`src/inc/desync_cfg_map.svh`:
```
// register offsets, field positions, reset values and pacing constants
`ifndef DESYNC_CFG_MAP_SVH
`define DESYNC_CFG_MAP_SVH

// channel count and widths
`define NUM_CH          3
`define CTRL_W          8
`define PACE_W          16
`define LFSR_W          15
`define BUF_WIDTH       1
`define BUF_DEPTH       2

// register indices; byte address is four times the index
`define CTRL_IDX0       8'h06
`define CTRL_IDX1       8'h0e
`define CTRL_IDX2       8'h16
`define STATUS_IDX      8'h20

// channel control fields
`define CTRL_SR_BIT     0
`define CTRL_STS1_BIT   1
`define CTRL_E3_BIT     2
`define CTRL_LLB_BIT    3
`define CTRL_RLB_BIT    4
`define CTRL_PAT_BIT    5
`define CTRL_RW_MASK    8'h3f
`define CTRL_RESET      8'h00

// status fields
`define STAT_OVF_LSB    0
`define STAT_VLD_LSB    4
`define STAT_HOST_BIT   8

// line rates and system clock in kHz
`define SYS_CLK_KHZ     64'd125000
`define DS3_KHZ         64'd44736
`define E3_KHZ          64'd34368
`define STS1_KHZ        64'd51840
`define PACE_SCALE      64'd65536
`define PACE_DS3        (`DS3_KHZ * `PACE_SCALE / `SYS_CLK_KHZ)
`define PACE_E3         (`E3_KHZ * `PACE_SCALE / `SYS_CLK_KHZ)
`define PACE_STS1       (`STS1_KHZ * `PACE_SCALE / `SYS_CLK_KHZ)

// pattern generator seed, any non-zero value
`define LFSR_SEED       15'h0001
`define LFSR_TAP_A      14
`define LFSR_TAP_B      13

`endif

```
`src/inc/desync_cfg_pkg.sv`:
```
// types shared by the channel configuration block
package desync_cfg_pkg;
`include "desync_cfg_map.svh"

  typedef logic [`NUM_CH-1:0] chan_vec_type;

  typedef struct packed {
    logic [`NUM_CH-1:0][`CTRL_W-1:0] ctrl;     // channel control registers
    chan_vec_type                    clk_s1;   // gapped clock, first sync stage
    chan_vec_type                    clk_s2;   // gapped clock, second sync stage
    chan_vec_type                    clk_s3;   // previous clock level for edges
    chan_vec_type                    dat_s1;   // data, first sync stage
    chan_vec_type                    dat_s2;   // data, second sync stage
    logic                            host_s1;  // host mode strap sync
    logic                            host_s2;
    chan_vec_type                    e3_s1;    // e3 strap sync
    chan_vec_type                    e3_s2;
    chan_vec_type                    sts_s1;   // sts-1 strap sync
    chan_vec_type                    sts_s2;
    logic                            sr_s1;    // single rail strap sync
    logic                            sr_s2;
    chan_vec_type                    cap_push; // captured bit ready
    chan_vec_type                    cap_bit;  // captured bit value
    logic [`NUM_CH-1:0][`PACE_W-1:0] acc;      // pacing phase accumulators
    logic [`NUM_CH-1:0][`LFSR_W-1:0] lfsr;     // pattern generators
    chan_vec_type                    line_data;
    chan_vec_type                    line_stb;
    chan_vec_type                    rate_e3;
    chan_vec_type                    rate_sts1;
    chan_vec_type                    single_rail;
    chan_vec_type                    rloop;
    chan_vec_type                    lloop;
    chan_vec_type                    pat;
    chan_vec_type                    ovf;      // sticky buffer overrun
    logic                            pready;
    logic                            pslverr;
    logic [31:0]                     prdata;
  } cfg_state_type;

endpackage

```
`src/rtl/pair_buffer.sv`:
```
// small valid/ready buffer between bit capture and line pacing
`timescale 1ns/100ps
`include "desync_cfg_map.svh"
module pair_buffer #(
  parameter int WIDTH = `BUF_WIDTH,  // entry width
  parameter int DEPTH = `BUF_DEPTH   // number of entries
) (
  input  wire logic             clk_i,       // system clock
  input  wire logic             rst_n_i,     // synchronised reset, active low
  input  wire logic             in_valid_i,  // write side offers an entry
  input  wire logic [WIDTH-1:0] in_data_i,   // entry offered
  output      logic             in_ready_o,  // buffer has room
  output      logic             out_valid_o, // buffer holds an entry
  output      logic [WIDTH-1:0] out_data_o,  // oldest entry
  input  wire logic             out_ready_i  // drain side takes the entry
);
  localparam int PW = (DEPTH > 1) ? $clog2(DEPTH) : 1;
  localparam logic [PW:0]   FULL = (PW+1)'(DEPTH);
  localparam logic [PW-1:0] LAST = PW'(DEPTH - 1);

  typedef struct packed {
    logic [DEPTH-1:0][WIDTH-1:0] mem;   // entries
    logic [PW-1:0]               wptr;  // next slot to fill
    logic [PW-1:0]               rptr;  // oldest slot
    logic [PW:0]                 count; // entries held
  } pair_state_type;

  pair_state_type st_q;
  pair_state_type st_d;
  logic           push;   // entry accepted this cycle
  logic           pop;    // entry drained this cycle

  assign in_ready_o  = (st_q.count != FULL);
  assign out_valid_o = (st_q.count != '0);
  assign out_data_o  = st_q.mem[st_q.rptr];

  // pointer and count update; push and pop in one cycle keep the count
  always_comb begin
    st_d = st_q;
    push = in_valid_i & in_ready_o;
    pop  = out_valid_o & out_ready_i;
    if (push) begin
      st_d.mem[st_q.wptr] = in_data_i;
      st_d.wptr = (st_q.wptr == LAST) ? '0 : st_q.wptr + PW'(1);
    end
    if (pop) begin
      st_d.rptr = (st_q.rptr == LAST) ? '0 : st_q.rptr + PW'(1);
    end
    st_d.count = st_q.count + {{PW{1'b0}}, push} - {{PW{1'b0}}, pop};
  end

  // state register
  always_ff @(posedge clk_i or negedge rst_n_i) begin
    if (!rst_n_i) begin
      st_q <= '0;
    end else begin
      st_q <= st_d;
    end
  end
endmodule

```
`src/rtl/desync_chan_cfg.sv`:
```
// per-channel transmit capture, rate and line format configuration with apb access
`timescale 1ns/100ps
`include "desync_cfg_map.svh"
module desync_chan_cfg
  import desync_cfg_pkg::*;
(
  input  wire logic               clk_sys_i,              // 125 mhz system clock
  input  wire logic               rstn_i,                 // async reset, active low
  input  wire logic               psel_i,                 // apb select
  input  wire logic               penable_i,              // apb access phase
  input  wire logic               pwrite_i,               // apb write
  input  wire logic [11:0]        paddr_i,                // apb byte address
  input  wire logic [31:0]        pwdata_i,               // apb write data
  input  wire logic [3:0]         pstrb_i,                // apb byte strobes
  output      logic [31:0]        prdata_o,               // apb read data
  output      logic               pready_o,               // apb ready
  output      logic               pslverr_o,              // apb error, unmapped
  input  wire logic               host_mode_i,            // high: registers rule
  input  wire logic [`NUM_CH-1:0] rate_sel_e3_i,          // e3 straps
  input  wire logic [`NUM_CH-1:0] rate_sel_sonet_or_t3_i, // sts-1 straps
  input  wire logic               single_dual_rail_sel_i, // single rail strap
  input  wire logic [`NUM_CH-1:0] tx_gapped_clock_in_i,   // mapper gapped clocks
  input  wire logic [`NUM_CH-1:0] tx_pos_data_in_i,       // mapper data lines
  input  wire logic [`NUM_CH-1:0] line_ready_i,           // line side accepts a bit
  output      logic [`NUM_CH-1:0] line_data_o,            // smoothed line bit
  output      logic [`NUM_CH-1:0] line_stb_o,             // line bit strobe
  output      logic [`NUM_CH-1:0] rate_sel_e3_o,          // channel runs e3
  output      logic [`NUM_CH-1:0] rate_sel_sonet_or_t3_o, // channel runs sts-1
  output      logic [`NUM_CH-1:0] single_dual_rail_sel_o, // channel single rail
  output      logic [`NUM_CH-1:0] remote_loop_en_o,       // remote loopback
  output      logic [`NUM_CH-1:0] local_loop_en_o,        // local loopback
  output      logic [`NUM_CH-1:0] pattern_gen_en_o        // pattern replaces data
);

  // pacing increments per rate, one carry per line bit
  localparam logic [`PACE_W-1:0] INC_DS3  = `PACE_W'(`PACE_DS3);
  localparam logic [`PACE_W-1:0] INC_E3   = `PACE_W'(`PACE_E3);
  localparam logic [`PACE_W-1:0] INC_STS1 = `PACE_W'(`PACE_STS1);

  logic [1:0]          rst_sync_q;     // reset release synchroniser
  logic                rst_n;          // synchronised reset, active low
  cfg_state_type       st_q;           // all block state
  cfg_state_type       st_d;           // next state
  chan_vec_type        pace;           // one-cycle line bit enables
  chan_vec_type        buf_in_ready;   // buffer has room
  chan_vec_type        buf_out_valid;  // buffer holds a bit
  chan_vec_type        buf_out_data;   // oldest buffered bit
  chan_vec_type        buf_out_ready;  // line side drains
  chan_vec_type        eff_e3;         // effective e3 choice
  chan_vec_type        eff_sts;        // effective sts-1 choice
  chan_vec_type        eff_sr;         // effective single rail
  chan_vec_type        eff_rlb;        // effective remote loop
  chan_vec_type        eff_llb;        // effective local loop
  chan_vec_type        eff_pat;        // effective pattern enable
  chan_vec_type        hit_ctrl;       // address hits a control register
  logic [`NUM_CH-1:0][`PACE_W:0] pace_sum; // accumulator plus increment
  logic [`NUM_CH-1:0][`PACE_W-1:0] pace_inc; // increment per channel
  logic [7:0]          reg_idx;        // word index of the access
  logic                hit_stat;       // address hits status
  logic                hit_any;        // mapped address
  logic                answer;         // access phase, answer next edge
  logic                commit;         // edge where the master sees pready
  logic [31:0]         rd_mux;         // read data before registering
  chan_vec_type        ovf_clr;        // software clears overrun bits

  // release the reset through two flops so every flop leaves reset together
  always_ff @(posedge clk_sys_i or negedge rstn_i) begin
    if (!rstn_i) begin
      rst_sync_q <= 2'b00;
    end else begin
      rst_sync_q <= {rst_sync_q[0], 1'b1};
    end
  end
  assign rst_n = rst_sync_q[1];

  // per-channel effective configuration, pacing and buffering
  for (genvar g = 0; g < `NUM_CH; g++) begin : g_ch
    // host mode reads the register, hardware mode reads the straps
    assign eff_e3[g]  = st_q.host_s2 ? st_q.ctrl[g][`CTRL_E3_BIT] : st_q.e3_s2[g];
    assign eff_sts[g] = st_q.host_s2 ? st_q.ctrl[g][`CTRL_STS1_BIT] : st_q.sts_s2[g];
    assign eff_sr[g]  = st_q.host_s2 ? st_q.ctrl[g][`CTRL_SR_BIT] : st_q.sr_s2;
    // loops and pattern have no straps, so hardware mode leaves them off
    assign eff_rlb[g] = st_q.host_s2 & st_q.ctrl[g][`CTRL_RLB_BIT];
    assign eff_llb[g] = st_q.host_s2 & st_q.ctrl[g][`CTRL_LLB_BIT];
    assign eff_pat[g] = st_q.host_s2 & st_q.ctrl[g][`CTRL_PAT_BIT];

    // phase accumulator stands in for the smoothing loop: bits leave at an even rate
    assign pace_inc[g] = st_q.rate_e3[g] ? INC_E3 :
                         (st_q.rate_sts1[g] ? INC_STS1 : INC_DS3);
    assign pace_sum[g] = {1'b0, st_q.acc[g]} + {1'b0, pace_inc[g]};
    assign pace[g]     = pace_sum[g][`PACE_W];

    // drain on a pace slot the line accepts; pattern mode discards buffered bits
    assign buf_out_ready[g] = pace[g] & line_ready_i[g];

    assign hit_ctrl[g] = (reg_idx == ((g == 0) ? `CTRL_IDX0 :
                                      ((g == 1) ? `CTRL_IDX1 : `CTRL_IDX2)));

    pair_buffer #(
      .WIDTH (`BUF_WIDTH),
      .DEPTH (`BUF_DEPTH)
    ) u_buf (
      .clk_i       (clk_sys_i),
      .rst_n_i     (rst_n),
      .in_valid_i  (st_q.cap_push[g]),
      .in_data_i   (st_q.cap_bit[g]),
      .in_ready_o  (buf_in_ready[g]),
      .out_valid_o (buf_out_valid[g]),
      .out_data_o  (buf_out_data[g]),
      .out_ready_i (buf_out_ready[g])
    );

  end

  // apb decode; upper address bits must be zero for a hit
  assign reg_idx  = paddr_i[9:2];
  assign hit_stat = (reg_idx == `STATUS_IDX);
  assign hit_any  = (paddr_i[11:10] == 2'b00) & (hit_stat | (|hit_ctrl));
  assign answer   = psel_i & penable_i & ~st_q.pready;
  assign commit   = psel_i & penable_i & st_q.pready & hit_any;
  assign ovf_clr  = (commit & pwrite_i & hit_stat & pstrb_i[0]) ?
                    pwdata_i[`STAT_OVF_LSB +: `NUM_CH] : '0;

  // read mux; reserved bits read as zero
  always_comb begin
    rd_mux = 32'h0000_0000;
    for (int c = 0; c < `NUM_CH; c++) begin
      if (hit_ctrl[c]) begin
        rd_mux[`CTRL_W-1:0] = st_q.ctrl[c];
      end
    end
    if (hit_stat) begin
      rd_mux[`STAT_OVF_LSB +: `NUM_CH] = st_q.ovf;
      rd_mux[`STAT_VLD_LSB +: `NUM_CH] = buf_out_valid;
      rd_mux[`STAT_HOST_BIT]           = st_q.host_s2;
    end
    if (paddr_i[11:10] != 2'b00) begin
      rd_mux = 32'h0000_0000;
    end
  end

  // next state for the whole block
  always_comb begin
    st_d = st_q;
    // two-flop synchronisers for pins from outside the clock domain
    st_d.clk_s1  = tx_gapped_clock_in_i;
    st_d.clk_s2  = st_q.clk_s1;
    st_d.clk_s3  = st_q.clk_s2;
    st_d.dat_s1  = tx_pos_data_in_i;
    st_d.dat_s2  = st_q.dat_s1;
    st_d.host_s1 = host_mode_i;
    st_d.host_s2 = st_q.host_s1;
    st_d.e3_s1   = rate_sel_e3_i;
    st_d.e3_s2   = st_q.e3_s1;
    st_d.sts_s1  = rate_sel_sonet_or_t3_i;
    st_d.sts_s2  = st_q.sts_s1;
    st_d.sr_s1   = single_dual_rail_sel_i;
    st_d.sr_s2   = st_q.sr_s1;
    // data travel beside the clock, so a rise sees the bit the mapper set up
    st_d.cap_push = st_q.clk_s2 & ~st_q.clk_s3;
    st_d.cap_bit  = st_q.dat_s2;
    // registered configuration outputs
    st_d.rate_e3     = eff_e3;
    st_d.rate_sts1   = eff_sts & ~eff_e3;
    st_d.single_rail = eff_sr;
    st_d.rloop       = eff_rlb;
    st_d.lloop       = eff_llb;
    st_d.pat         = eff_pat;
    // overrun: the mapper cannot be stalled, so a full buffer drops the bit
    st_d.ovf = (st_q.ovf & ~ovf_clr) | (st_q.cap_push & ~buf_in_ready);
    for (int c = 0; c < `NUM_CH; c++) begin
      st_d.acc[c] = pace_sum[c][`PACE_W-1:0];
      st_d.line_stb[c] = pace[c] & line_ready_i[c] &
                         (st_q.pat[c] | buf_out_valid[c]);
      if (st_d.line_stb[c]) begin
        // pattern bits come from the generator, others from the buffer
        if (st_q.pat[c]) begin
          st_d.line_data[c] = st_q.lfsr[c][`LFSR_W-1];
          st_d.lfsr[c] = {st_q.lfsr[c][`LFSR_W-2:0],
                          st_q.lfsr[c][`LFSR_TAP_A] ^ st_q.lfsr[c][`LFSR_TAP_B]};
        end else begin
          st_d.line_data[c] = buf_out_data[c];
        end
      end
      // write takes effect at the edge where the master sees pready
      if (commit && pwrite_i && hit_ctrl[c] && pstrb_i[0]) begin
        st_d.ctrl[c] = pwdata_i[`CTRL_W-1:0] & `CTRL_RW_MASK;
      end
    end
    // apb answer: one wait state, data and error registered with ready
    st_d.pready  = answer;
    st_d.pslverr = answer & ~hit_any;
    if (answer) begin
      st_d.prdata = pwrite_i ? 32'h0000_0000 : rd_mux;
    end
  end

  // state register; pattern generators leave reset seeded
  always_ff @(posedge clk_sys_i or negedge rst_n) begin
    if (!rst_n) begin
      st_q      <= '0;
      st_q.ctrl <= {`NUM_CH{`CTRL_RESET}};
      st_q.lfsr <= {`NUM_CH{`LFSR_SEED}};
    end else begin
      st_q <= st_d;
    end
  end

  // outputs straight from flops
  assign prdata_o               = st_q.prdata;
  assign pready_o               = st_q.pready;
  assign pslverr_o              = st_q.pslverr;
  assign line_data_o            = st_q.line_data;
  assign line_stb_o             = st_q.line_stb;
  assign rate_sel_e3_o          = st_q.rate_e3;
  assign rate_sel_sonet_or_t3_o = st_q.rate_sts1;
  assign single_dual_rail_sel_o = st_q.single_rail;
  assign remote_loop_en_o       = st_q.rloop;
  assign local_loop_en_o        = st_q.lloop;
  assign pattern_gen_en_o       = st_q.pat;
endmodule

```
`config.mk`:
```
export PLATFORM = sky130hd
export DESIGN_NAME = desync_chan_cfg
export DESIGN_NICKNAME = d
export VERILOG_FILES = /design/src/inc/desync_cfg_pkg.sv /design/src/rtl/pair_buffer.sv /design/src/rtl/desync_chan_cfg.sv
export VERILOG_INCLUDE_DIRS = /design/src /design/src/inc
export SDC_FILE = /design/constraint.sdc
export NUM_CORES = 1
export LEC_CHECK = 0
export BUFFER_PORTS_ARGS = -buffer_cell sky130_fd_sc_hd__buf_2
export CORE_MARGIN = 2
export CORE_UTILIZATION = 23
export CTS_CLUSTER_DIAMETER = 80
export CTS_CLUSTER_SIZE = 12
export DETAILED_ROUTE_END_ITERATION = 12
export SYNTH_ARGS = -nofsm -noshare
export SYNTH_HDL_FRONTEND = slang
export SYNTH_HIERARCHICAL = 1
export SYNTH_SLANG_ARGS = --single-unit
export TNS_END_PERCENT = 30
```
`constraint.sdc`:
```
create_clock -name clk_sys_i -period 16.3 [get_ports clk_sys_i]
set_input_delay 1.63 -clock clk_sys_i [delete_from_list [all_inputs] [get_ports clk_sys_i]]
set_output_delay 1.63 -clock clk_sys_i [all_outputs]
set_load 0.1 [all_outputs]
```
## Word-level counts from Yosys, hierarchy flattened

Cells that the tools add are included.

- Output and inout bits: 58
- Memory bits (writable): 0
- Input port bits: 70
- Memory bits (read-only): 0
- Register bits after elaboration: 229
- Word-level logic and storage cells: 200
- Latch bits: 0
- Memories kept: 0

- Shift-type cells: 0
- Multiplexer cells: 48
- Order comparisons: 9
- Reductions and logical operators: 19
- $mul: 0
- $add $sub $neg: 15
- Eq/ne operators: 7
- Div/mod/pow operators: 0
- Bitwise operators: 48

Operators with widths:

| cell | count |
|---|---|
| $mux 14 | 6 |
| $add 16x15->17 | 3 |
| $mux 32 | 1 |
| $and 1x1->1 | 30 |
| $mux 1 | 28 |
| $mux 8 | 2 |
| $and 3x3->3 | 4 |
| $lt 1x2->1 const B | 6 |
| $not 3->3 | 4 |
| $logic_and 1x1->1 | 10 |
| $mux 3 | 3 |
| $mux 9 | 1 |
| $eq 8x3->1 const B | 1 |
| $eq 8x4->1 const B | 1 |
| $eq 8x5->1 const B | 1 |
| $eq 8x6->1 const B | 1 |
| $reduce_bool 2->1 | 4 |
| $add 1x1->1 const B | 6 |
| $add 2x1->2 | 3 |
| $bwmux 2 | 3 |
| $mux 6 | 1 |
| $ne 2x2->1 const B | 3 |
| $reduce_and 2->1 | 3 |
| $sub 2x1->2 | 3 |
| 8 further kinds | 18 |

## Logic depth before layout (Yosys ltp)

Gate-level depths: netlist (run 1).

- Word-level depth: 12
- Mapped depth: 17
- Depth with buffers taken out: 17

## Hierarchy

Netlist (run 1), hierarchy kept.

By module, submodules not included:

| module | cells an instance | seq. area each (um2) | instances | area each (um2) |
|---|---|---|---|---|
| desync_chan_cfg | 701 | 4,683.2 | 1 | 8,594.5 |
| pair_buffer | 22 | 150.1 | 3 | 290.3 |

## Worst setup path before layout (run 1)

Ideal clock, no wire load.

- Kind: reg-to-reg
- Start point: register st_q (netlist bit rate_sel_e3_o[2])
- End point: register g_ch[2].u_buf/st_q[1] (netlist name)
- Data arrival time: 3,340 ps
- Setup time: 123 ps
- Path buffers: 0
- Clock period less this slack: 3,463 ps
- Stages on the path, launching flop included: 17
- Slack: 12,837 ps
- Path through: dfrtp_1 or2_2 inv_1 ha_1 nor2b_1 o21a_1 a311o_2 a31oi_4 o21ai_0 a21boi_0 nor2_1 and2_4 ha_1 inv_1 ha_1 xnor2_1 xnor2_1

RTL lines:

| item | RTL line | text |
|---|---|---|
| start: declaration | desync_chan_cfg.sv:42 | `cfg_state_type st_q;` |
| start signal: assignment | desync_chan_cfg.sv:205 | `st_q <= st_d;` |
| end signal: assignment | pair_buffer.sv:57 | `st_q <= st_d;` |
| end: declaration | pair_buffer.sv:28 | `pair_state_type st_q;` |

==> run metrics, run 1 <==
share of cells above drive strength 1 0.2461; critical path startpoint rate_sel_e3_o[2]; worst min path class reg -> reg; die height 206.9 um; outcome finished, final reports clean; WP data arrival roughly 4.3 ns; Die W ~210 um; kind of critical path reg -> reg; Max-Cap Viols 0; full die area around 43000 um^2; Reg-to-Reg Start rate_sel_e3_o[2]; Synth cell types ~70; initial antenna violation count 0; Synth Cell Area between 9000 and 10000 um^2; Initial DRT Pass Iterations 4; slew margin rel. 0.3504; Initial Util 0.2323; Buf/Inv on CP 2; Slew @ Worst Pin slightly below 1 ns; DP HPWL ~13000 um; startpoint type of the worst setup path flip-flop; ANT nets after route 0; crit-path leading delay family compound AO/OA/AOI/OAI gates; largest net degree at the start of global routing between 80 and 90; fin nets between 900 and 1000; TritonCTS buffer count 21; CTS Sinks around 210; endpoints failing setup 0; Vias/cell roughly 4; vias between 5000 and 6000; cts hold-fix bufs 0; Worst R2R Path Depth 16; CORE AREA about 41000 um^2; clock period minus worst slack around 3.8 ns; vias in the first global route about 5500; CTS tree built; EDFF count, synth 0; setup TNS 0 ns; first-pass GRT wire length about 29000 um; ys async rst share 1.000; Critical Path Stages 16; Final Max Slew Viols 0; Power, Total 0.001733 W; Clock Pin Slew Worst Setup and Hold Paths ~0.07 ns; worst-path cell chain or2_2 > inv_1 > ha_1 > nor2b_1 > o21a_1 > a311o_2 > a31oi_4 > o21ai_0 > a21boi_0 > nor2_1 > and2_4 > ha_1 > inv_1 > ha_1 > xnor2_1 > xnor2_1; Layout area overhead 12.58%; WL/cell ~13 um; Seq/Total Area, Yosys 0.5424; RSZ-0062 raised after global routing false; CTS resizes 0; number of remaining DRC errors 0; r2r endpoint g_ch[2].u_buf/st_q[1]; Critical Path RT 16.72 ns; fmax 261.0 MHz; Core Rows 74; Synth top area share 0.5340; Post-CTS Setup Inserts 0; H-tree Lvls 1; Hold Vio Cnt, Final 0; Crit-path slowest cell a311o_2; total routed wirelength 17860 um; Leakage 5.107 nW; crit-path max FO 6; #FFs+latches synth roughly 200; Crit path top cell by count ha_1; io pins approximately 130; leading area contributor after synthesis dfrtp_1; synth cell count leaders dfrtp_1 (202), mux2_2 (58), buf_4 (56); cell count after synthesis between 700 and 800; CP Capture Point g_ch[2].u_buf/st_q[1]; top cells by area, synth dfrtp_1 (53%), mux2_2 (6.9%), ha_1 (5.9%); Tcrit/Tclk final 0.2351; most common cell in the netlist dfrtp_1; Clock Tree Root clkbuf_16; Pwr per Cell Area between 150 and 200 nW/um^2; Hold WS 0.3449 ns; clock skew after layout 0.01703 ns; Synth Area per Inst between 10 and 15 um^2; worst ir drop on vdd 0.05972 mV; R2R Setup Slk about 12 ns; Initial DRC Count just under 200; routability cong. about 0.75; Most used DFF post-synth dfrtp_1; critical path capture point type flip-flop; gr usage total 0.08455; clk buf depth 3; number of diodes 0; Clock Latency Late Sink 0.49 ns; Port Buffers 72; Slowest Stage Delay on Critical Path about 0.45 ns; Synthesis Warnings 6; GRT overflow 0
## power by group
part	internal, W	leakage [nW]	total [W]	switching [W]
sequential	0.000616	2.58	0.000670	0.0000538
combinational	0.000269	2.25	0.000635	0.000366
clock	0.000240	0.280	0.000428	0.000188
total	0.00113	5.11	0.00173	0.000608
## cells in the final DEF, fill, tap and decap left out, drive strengths merged, types with 12 or more instances in the layout
cell	netlist	routed
conb	2	25
xnor2	36	36
xor2	19	19
a21oi	25	25
o21ai	29	29
nor2	33	33
inv	36	37
nor2b	12	12
a21o	14	14
dfrtp	202	202
nand2	40	40
clkbuf	8	30
mux2	75	75
and2	13	13
ha	45	45
buf	60	74
## registers in the layout, summed over array words and instances, names as in the netlist
register,cells
remote_loop_en_o,3
prdata_o,8
pattern_gen_en_o,3
st_q,131
line_stb_o,3
pslverr_o,1
rate_sel_sonet_or_t3_o,3
single_dual_rail_sel_o,3
g_ch.u_buf/st_q,18
st_d,20
pready_o,1
rate_sel_e3_o,3
line_data_o,3
rst_sync_q,2
local_loop_en_o,3
## kinds of logic after synthesis
| group | count (synthesis) | synth area share |
|---|---|---|
| buf+inv | 106 | 0.06900 |
| fa+ha+maj | 45 | 0.05948 |
| flops | 205 | 0.5424 |
| compound gates | 124 | 0.09214 |
| xor+xnor | 55 | 0.05089 |
| mux | 79 | 0.09742 |
| other cells | 2 | 0.0007934 |
| simple gates | 151 | 0.08791 |
## final cells by class
type | instances | area [um^2]
fill | 4285 | 30080
sequential | 205 | 5137
multi-input combinational | 479 | 3765
tap | 532 | 665.6
clock buffer | 30 | 569.3
timing repair buffer | 74 | 375.4
inverter | 36 | 135.1
clock inverter | 1 | 8.758
## per-layer routing
| layer | up-vias | routed length (um) | part of all wire | GRT usage |
|---|---|---|---|---|
| li1 | 2650 | - | - | - |
| met1 | 2681 | 8098 | 0.45 | 0.1116 |
| met2 | 83 | 8648 | 0.48 | 0.1454 |
| met3 | 22 | 772 | 0.043 | 0.01052 |
| met4 | 0 | 339 | 0.019 | 0.02381 |
| met5 | - | 0 | 0 | 0 |
## stage by stage
step	area [um^2]	utilization	setup WS, ns	instances
after floorplan	9552	-	10.17	790
after global placement	10080	0.2474	12.44	1326
after detailed placement	10080	0.2474	12.44	1326
after CTS	10660	0.2616	12.41	1357
after global routing	10660	0.2616	12.17	1357
final	10660	0.2616	12.47	1357
## how the worst min path moves through the flow
stage / end / cells past startpoint / from
5_1_grt: st_d[182] / 0 / st_d[185]
3_3_place_gp: st_q[174] / 0 / st_d[174]
3_5_place_dp: st_q[154] / 0 / st_d[154]
2_1_floorplan: rst_sync_q[1] / 0 / rst_sync_q[0]
6_report: st_q[170] / 0 / st_d[170]
4_1_cts: st_q[155] / 0 / st_d[155]
Power figures use the tool's default switching activity.
==> run 2, diff against run 1 <==
==> constraint.sdc (replaced) <==
create_clock -name clk_sys_i -period 3.2 [get_ports clk_sys_i]
set_input_delay 0.32 -clock clk_sys_i [delete_from_list [all_inputs] [get_ports clk_sys_i]]
set_output_delay 0.32 -clock clk_sys_i [all_outputs]
set_load 0.1 [all_outputs]
==> run 2 against run 1 <==
Design area grew 5.0%. Final cell count grew 3.8%. Worst setup slack lost 12 ns. Core utilization grew 1.3 points. Hold slack lost 0.26 ns. Critical path depth is the same. Global-route usage grew 0.37 points. Sequential power grew to 5.1 times the previous value. Sequential share of layout area shrank 2.3 points. Via count grew 4.4%. Total power grew to 5.3 times the previous value.
==> run metrics, run 2 (synthesis gave the netlist of run 1 again) <==
outcome finished, final reports clean; number of remaining DRC errors 0 (unchanged); Buf/Inv on CP 2 (unchanged); worst-path cell chain or2_4 > inv_4 > ha_4 > nor2b_4 > o21a_1 > a311o_2 > a31oi_4 > o21ai_2 > a21boi_2 > nor2_1 > and2_4 > ha_4 > inv_2 > ha_4 > xnor2_2 > xnor2_1; Comb power frac 0.390 (+0.024); share of cells above drive strength 1 0.2849 (+0.03884); Tcrit/Tclk final 0.9697 (+0.7346); Slowest Stage Delay on Critical Path 0.42 ns (-0.03 ns); Clk pwr share 0.240 (-0.007); largest net degree at the start of global routing 102 (+26%); Slew @ Worst Pin 0.8181 ns (-0.1564 ns); Initial DRC Count 258 (+30%); ANT nets after route 0 (unchanged); slew margin rel. 0.4546 (+0.1042); gr usage total 0.08830 (+0.003747); vias 5674 (+4.4%); Die W 206.9 um (unchanged); most flop-heavy register st_q; Psw 0.003245 W (+430%); Sw Ratio 0.3511 (+0.0004030); crit-path max FO 3 (-3); Port Buffers 72 (unchanged); fin nets 976 (+4.7%); fmax 322.3 MHz (+23%); Max-Cap Viols 0 (unchanged); most common cell after layout, fill and taps aside dfrtp_1; first-pass GRT wire length 29990 um (+2.8%); Hold Vio Cnt, Final 0 (unchanged); clock period minus worst slack 3.103 ns (-0.7286 ns); kind of critical path reg -> reg; Crit path top cell by count ha_4; RSZ-0062 raised after global routing true; full die area 42790 um^2 (unchanged); commonest non-fill, non-tap cells in the layout dfrtp_1 (201), buf_2 (72), mux2_2 (58), ha_1 (40), nand2_1 (38); Clock Pin Slew Worst Setup and Hold Paths 0.06 ns (about the same); setup TNS 0 ns (unchanged); Leakage 5.338 nW (+4.5%); Clock Latency Late Sink 0.50 ns (about the same); H-tree Lvls 1 (unchanged); CTS tree built; Critical Path RT 3.57 ns (-13.15 ns); critical path capture point type flip-flop; Core Rows 74 (unchanged); Power, Total 0.009241 W (+430%); worst min path class in -> reg; Layout area overhead 18.18%; initial antenna violation count 4 (+4); CTS Sinks 205 (unchanged); io pins 128 (unchanged); Vias/cell 4.027 (+0.53%); vias in the first global route 5743 (+4.3%); Clock Tree Root clkbuf_16; endpoints failing setup 0 (unchanged); DP HPWL 13310 um (+3.7%); WL/cell 13.40 um (+1.8%); total routed wirelength 18880 um (+5.7%); worst ir drop on vdd 0.3052 mV (+410%); Filler Cells Inserted 4212 (-1.7%); Pwr per Cell Area 826.2 nW/um^2 (+410%); max reg flops 131 (unchanged); CORE AREA 40740 um^2 (unchanged); clk buf depth 3 (unchanged); clock skew after layout 0.01804 ns (+0.001006 ns); WP data arrival 3.48 ns (-0.77 ns); startpoint type of the worst setup path flip-flop; Initial DRT Pass Iterations 5 (+1); die height 206.9 um (unchanged); crit-path leading delay family compound AO/OA/AOI/OAI gates; TritonCTS buffer count 21 (unchanged); Initial Util 0.2323 (unchanged); routability cong. 0.8049 (+7.0%); sequential power share 0.370 (-0.017); Cell Int Power 0.005996 W (+430%); Crit-path slowest cell a311o_2; Final Max Slew Viols 0 (unchanged); GRT overflow 0 (unchanged)
-- run 2: path summary, 6_finish.rpt --
path	startpoint	end	slack [ns]	cells past startpoint
min in group asynchronous	rstn_i	rst_sync_q[1]	0.13	2
worst min register to register	rst_sync_q[1]	line_stb_o[1]	0.24	0
max in group asynchronous	rst_sync_q[1]	st_q[140]	2.07	1
worst min-delay path	pwdata_i[3]	st_q[202]	0.08	2
worst max-delay path	rate_sel_e3_o[2]	g_ch[2].u_buf/st_q[1]	0.1	16
worst max register to register	rate_sel_e3_o[2]	g_ch[2].u_buf/st_q[1]	0.1	16
-- run 2: area by class of cell --
class | count | area (um^2) | area share
multi-input combinational | 479 | 3874 | 0.3463
clock inverter | 1 | 11.26 | 0.001007
inverter | 36 | 140.1 | 0.01253
antenna | 3 | 7.507 | 0.0006711
tap | 532 | 665.6 | 0.05951
timing repair buffer | 118 | 772.0 | 0.06902
sequential | 205 | 5137 | 0.4593
clock buffer | 35 | 578.1 | 0.05168
-- run 2: through the flow --
step	setup WS [ns]	std cells	hold WS [ns]	utilization	area, um^2
after floorplan	-0.1704	790	0.02441	-	9555
after global placement	-0.1210	1352	0.1073	0.2528	10300
after detailed placement	-0.1166	1352	0.1120	0.2528	10300
after CTS	0.02147	1404	0.05746	0.2715	11060
after global routing	-0.05197	1406	0.08204	0.2744	11180
final	0.09709	1409	0.08204	0.2746	11190
-- run 2: metal layers --
layer,up-vias,GRT usage,part of all wire
met2,75,0.1463,0.48
li1,2754,-,-
met3,32,0.02465,0.054
met4,4,0.03495,0.027
met1,2809,0.1086,0.43
met5,-,0,0.0014
-- run 2: power by group through the flow --
| stage | Sequential, W | Clock (W) | Combinational, W |
|---|---|---|---|
| 3_5_place_dp | 0.00345 | 0 | 0.00347 |
| 6_report | 0.00342 | 0.00222 | 0.00361 |
| 4_1_cts | 0.00342 | 0.00231 | 0.00352 |
| 2_1_floorplan | 0.00342 | 0 | 0.00283 |
| 5_1_grt | 0.00347 | 0.00241 | 0.00400 |
| 3_3_place_gp | 0.00344 | 0 | 0.00339 |
-- run 2: repair_timing --
action / CTS / global route
hold buffers: 15 / 0
buffers inserted: 1 / 2
pin swaps: 6 / 14
setup endpoints to repair: 1 / 9
gates cloned: 0 / 0
gates resized for setup: 7 / 21
endpoints found under the hold margin: 16 / 0
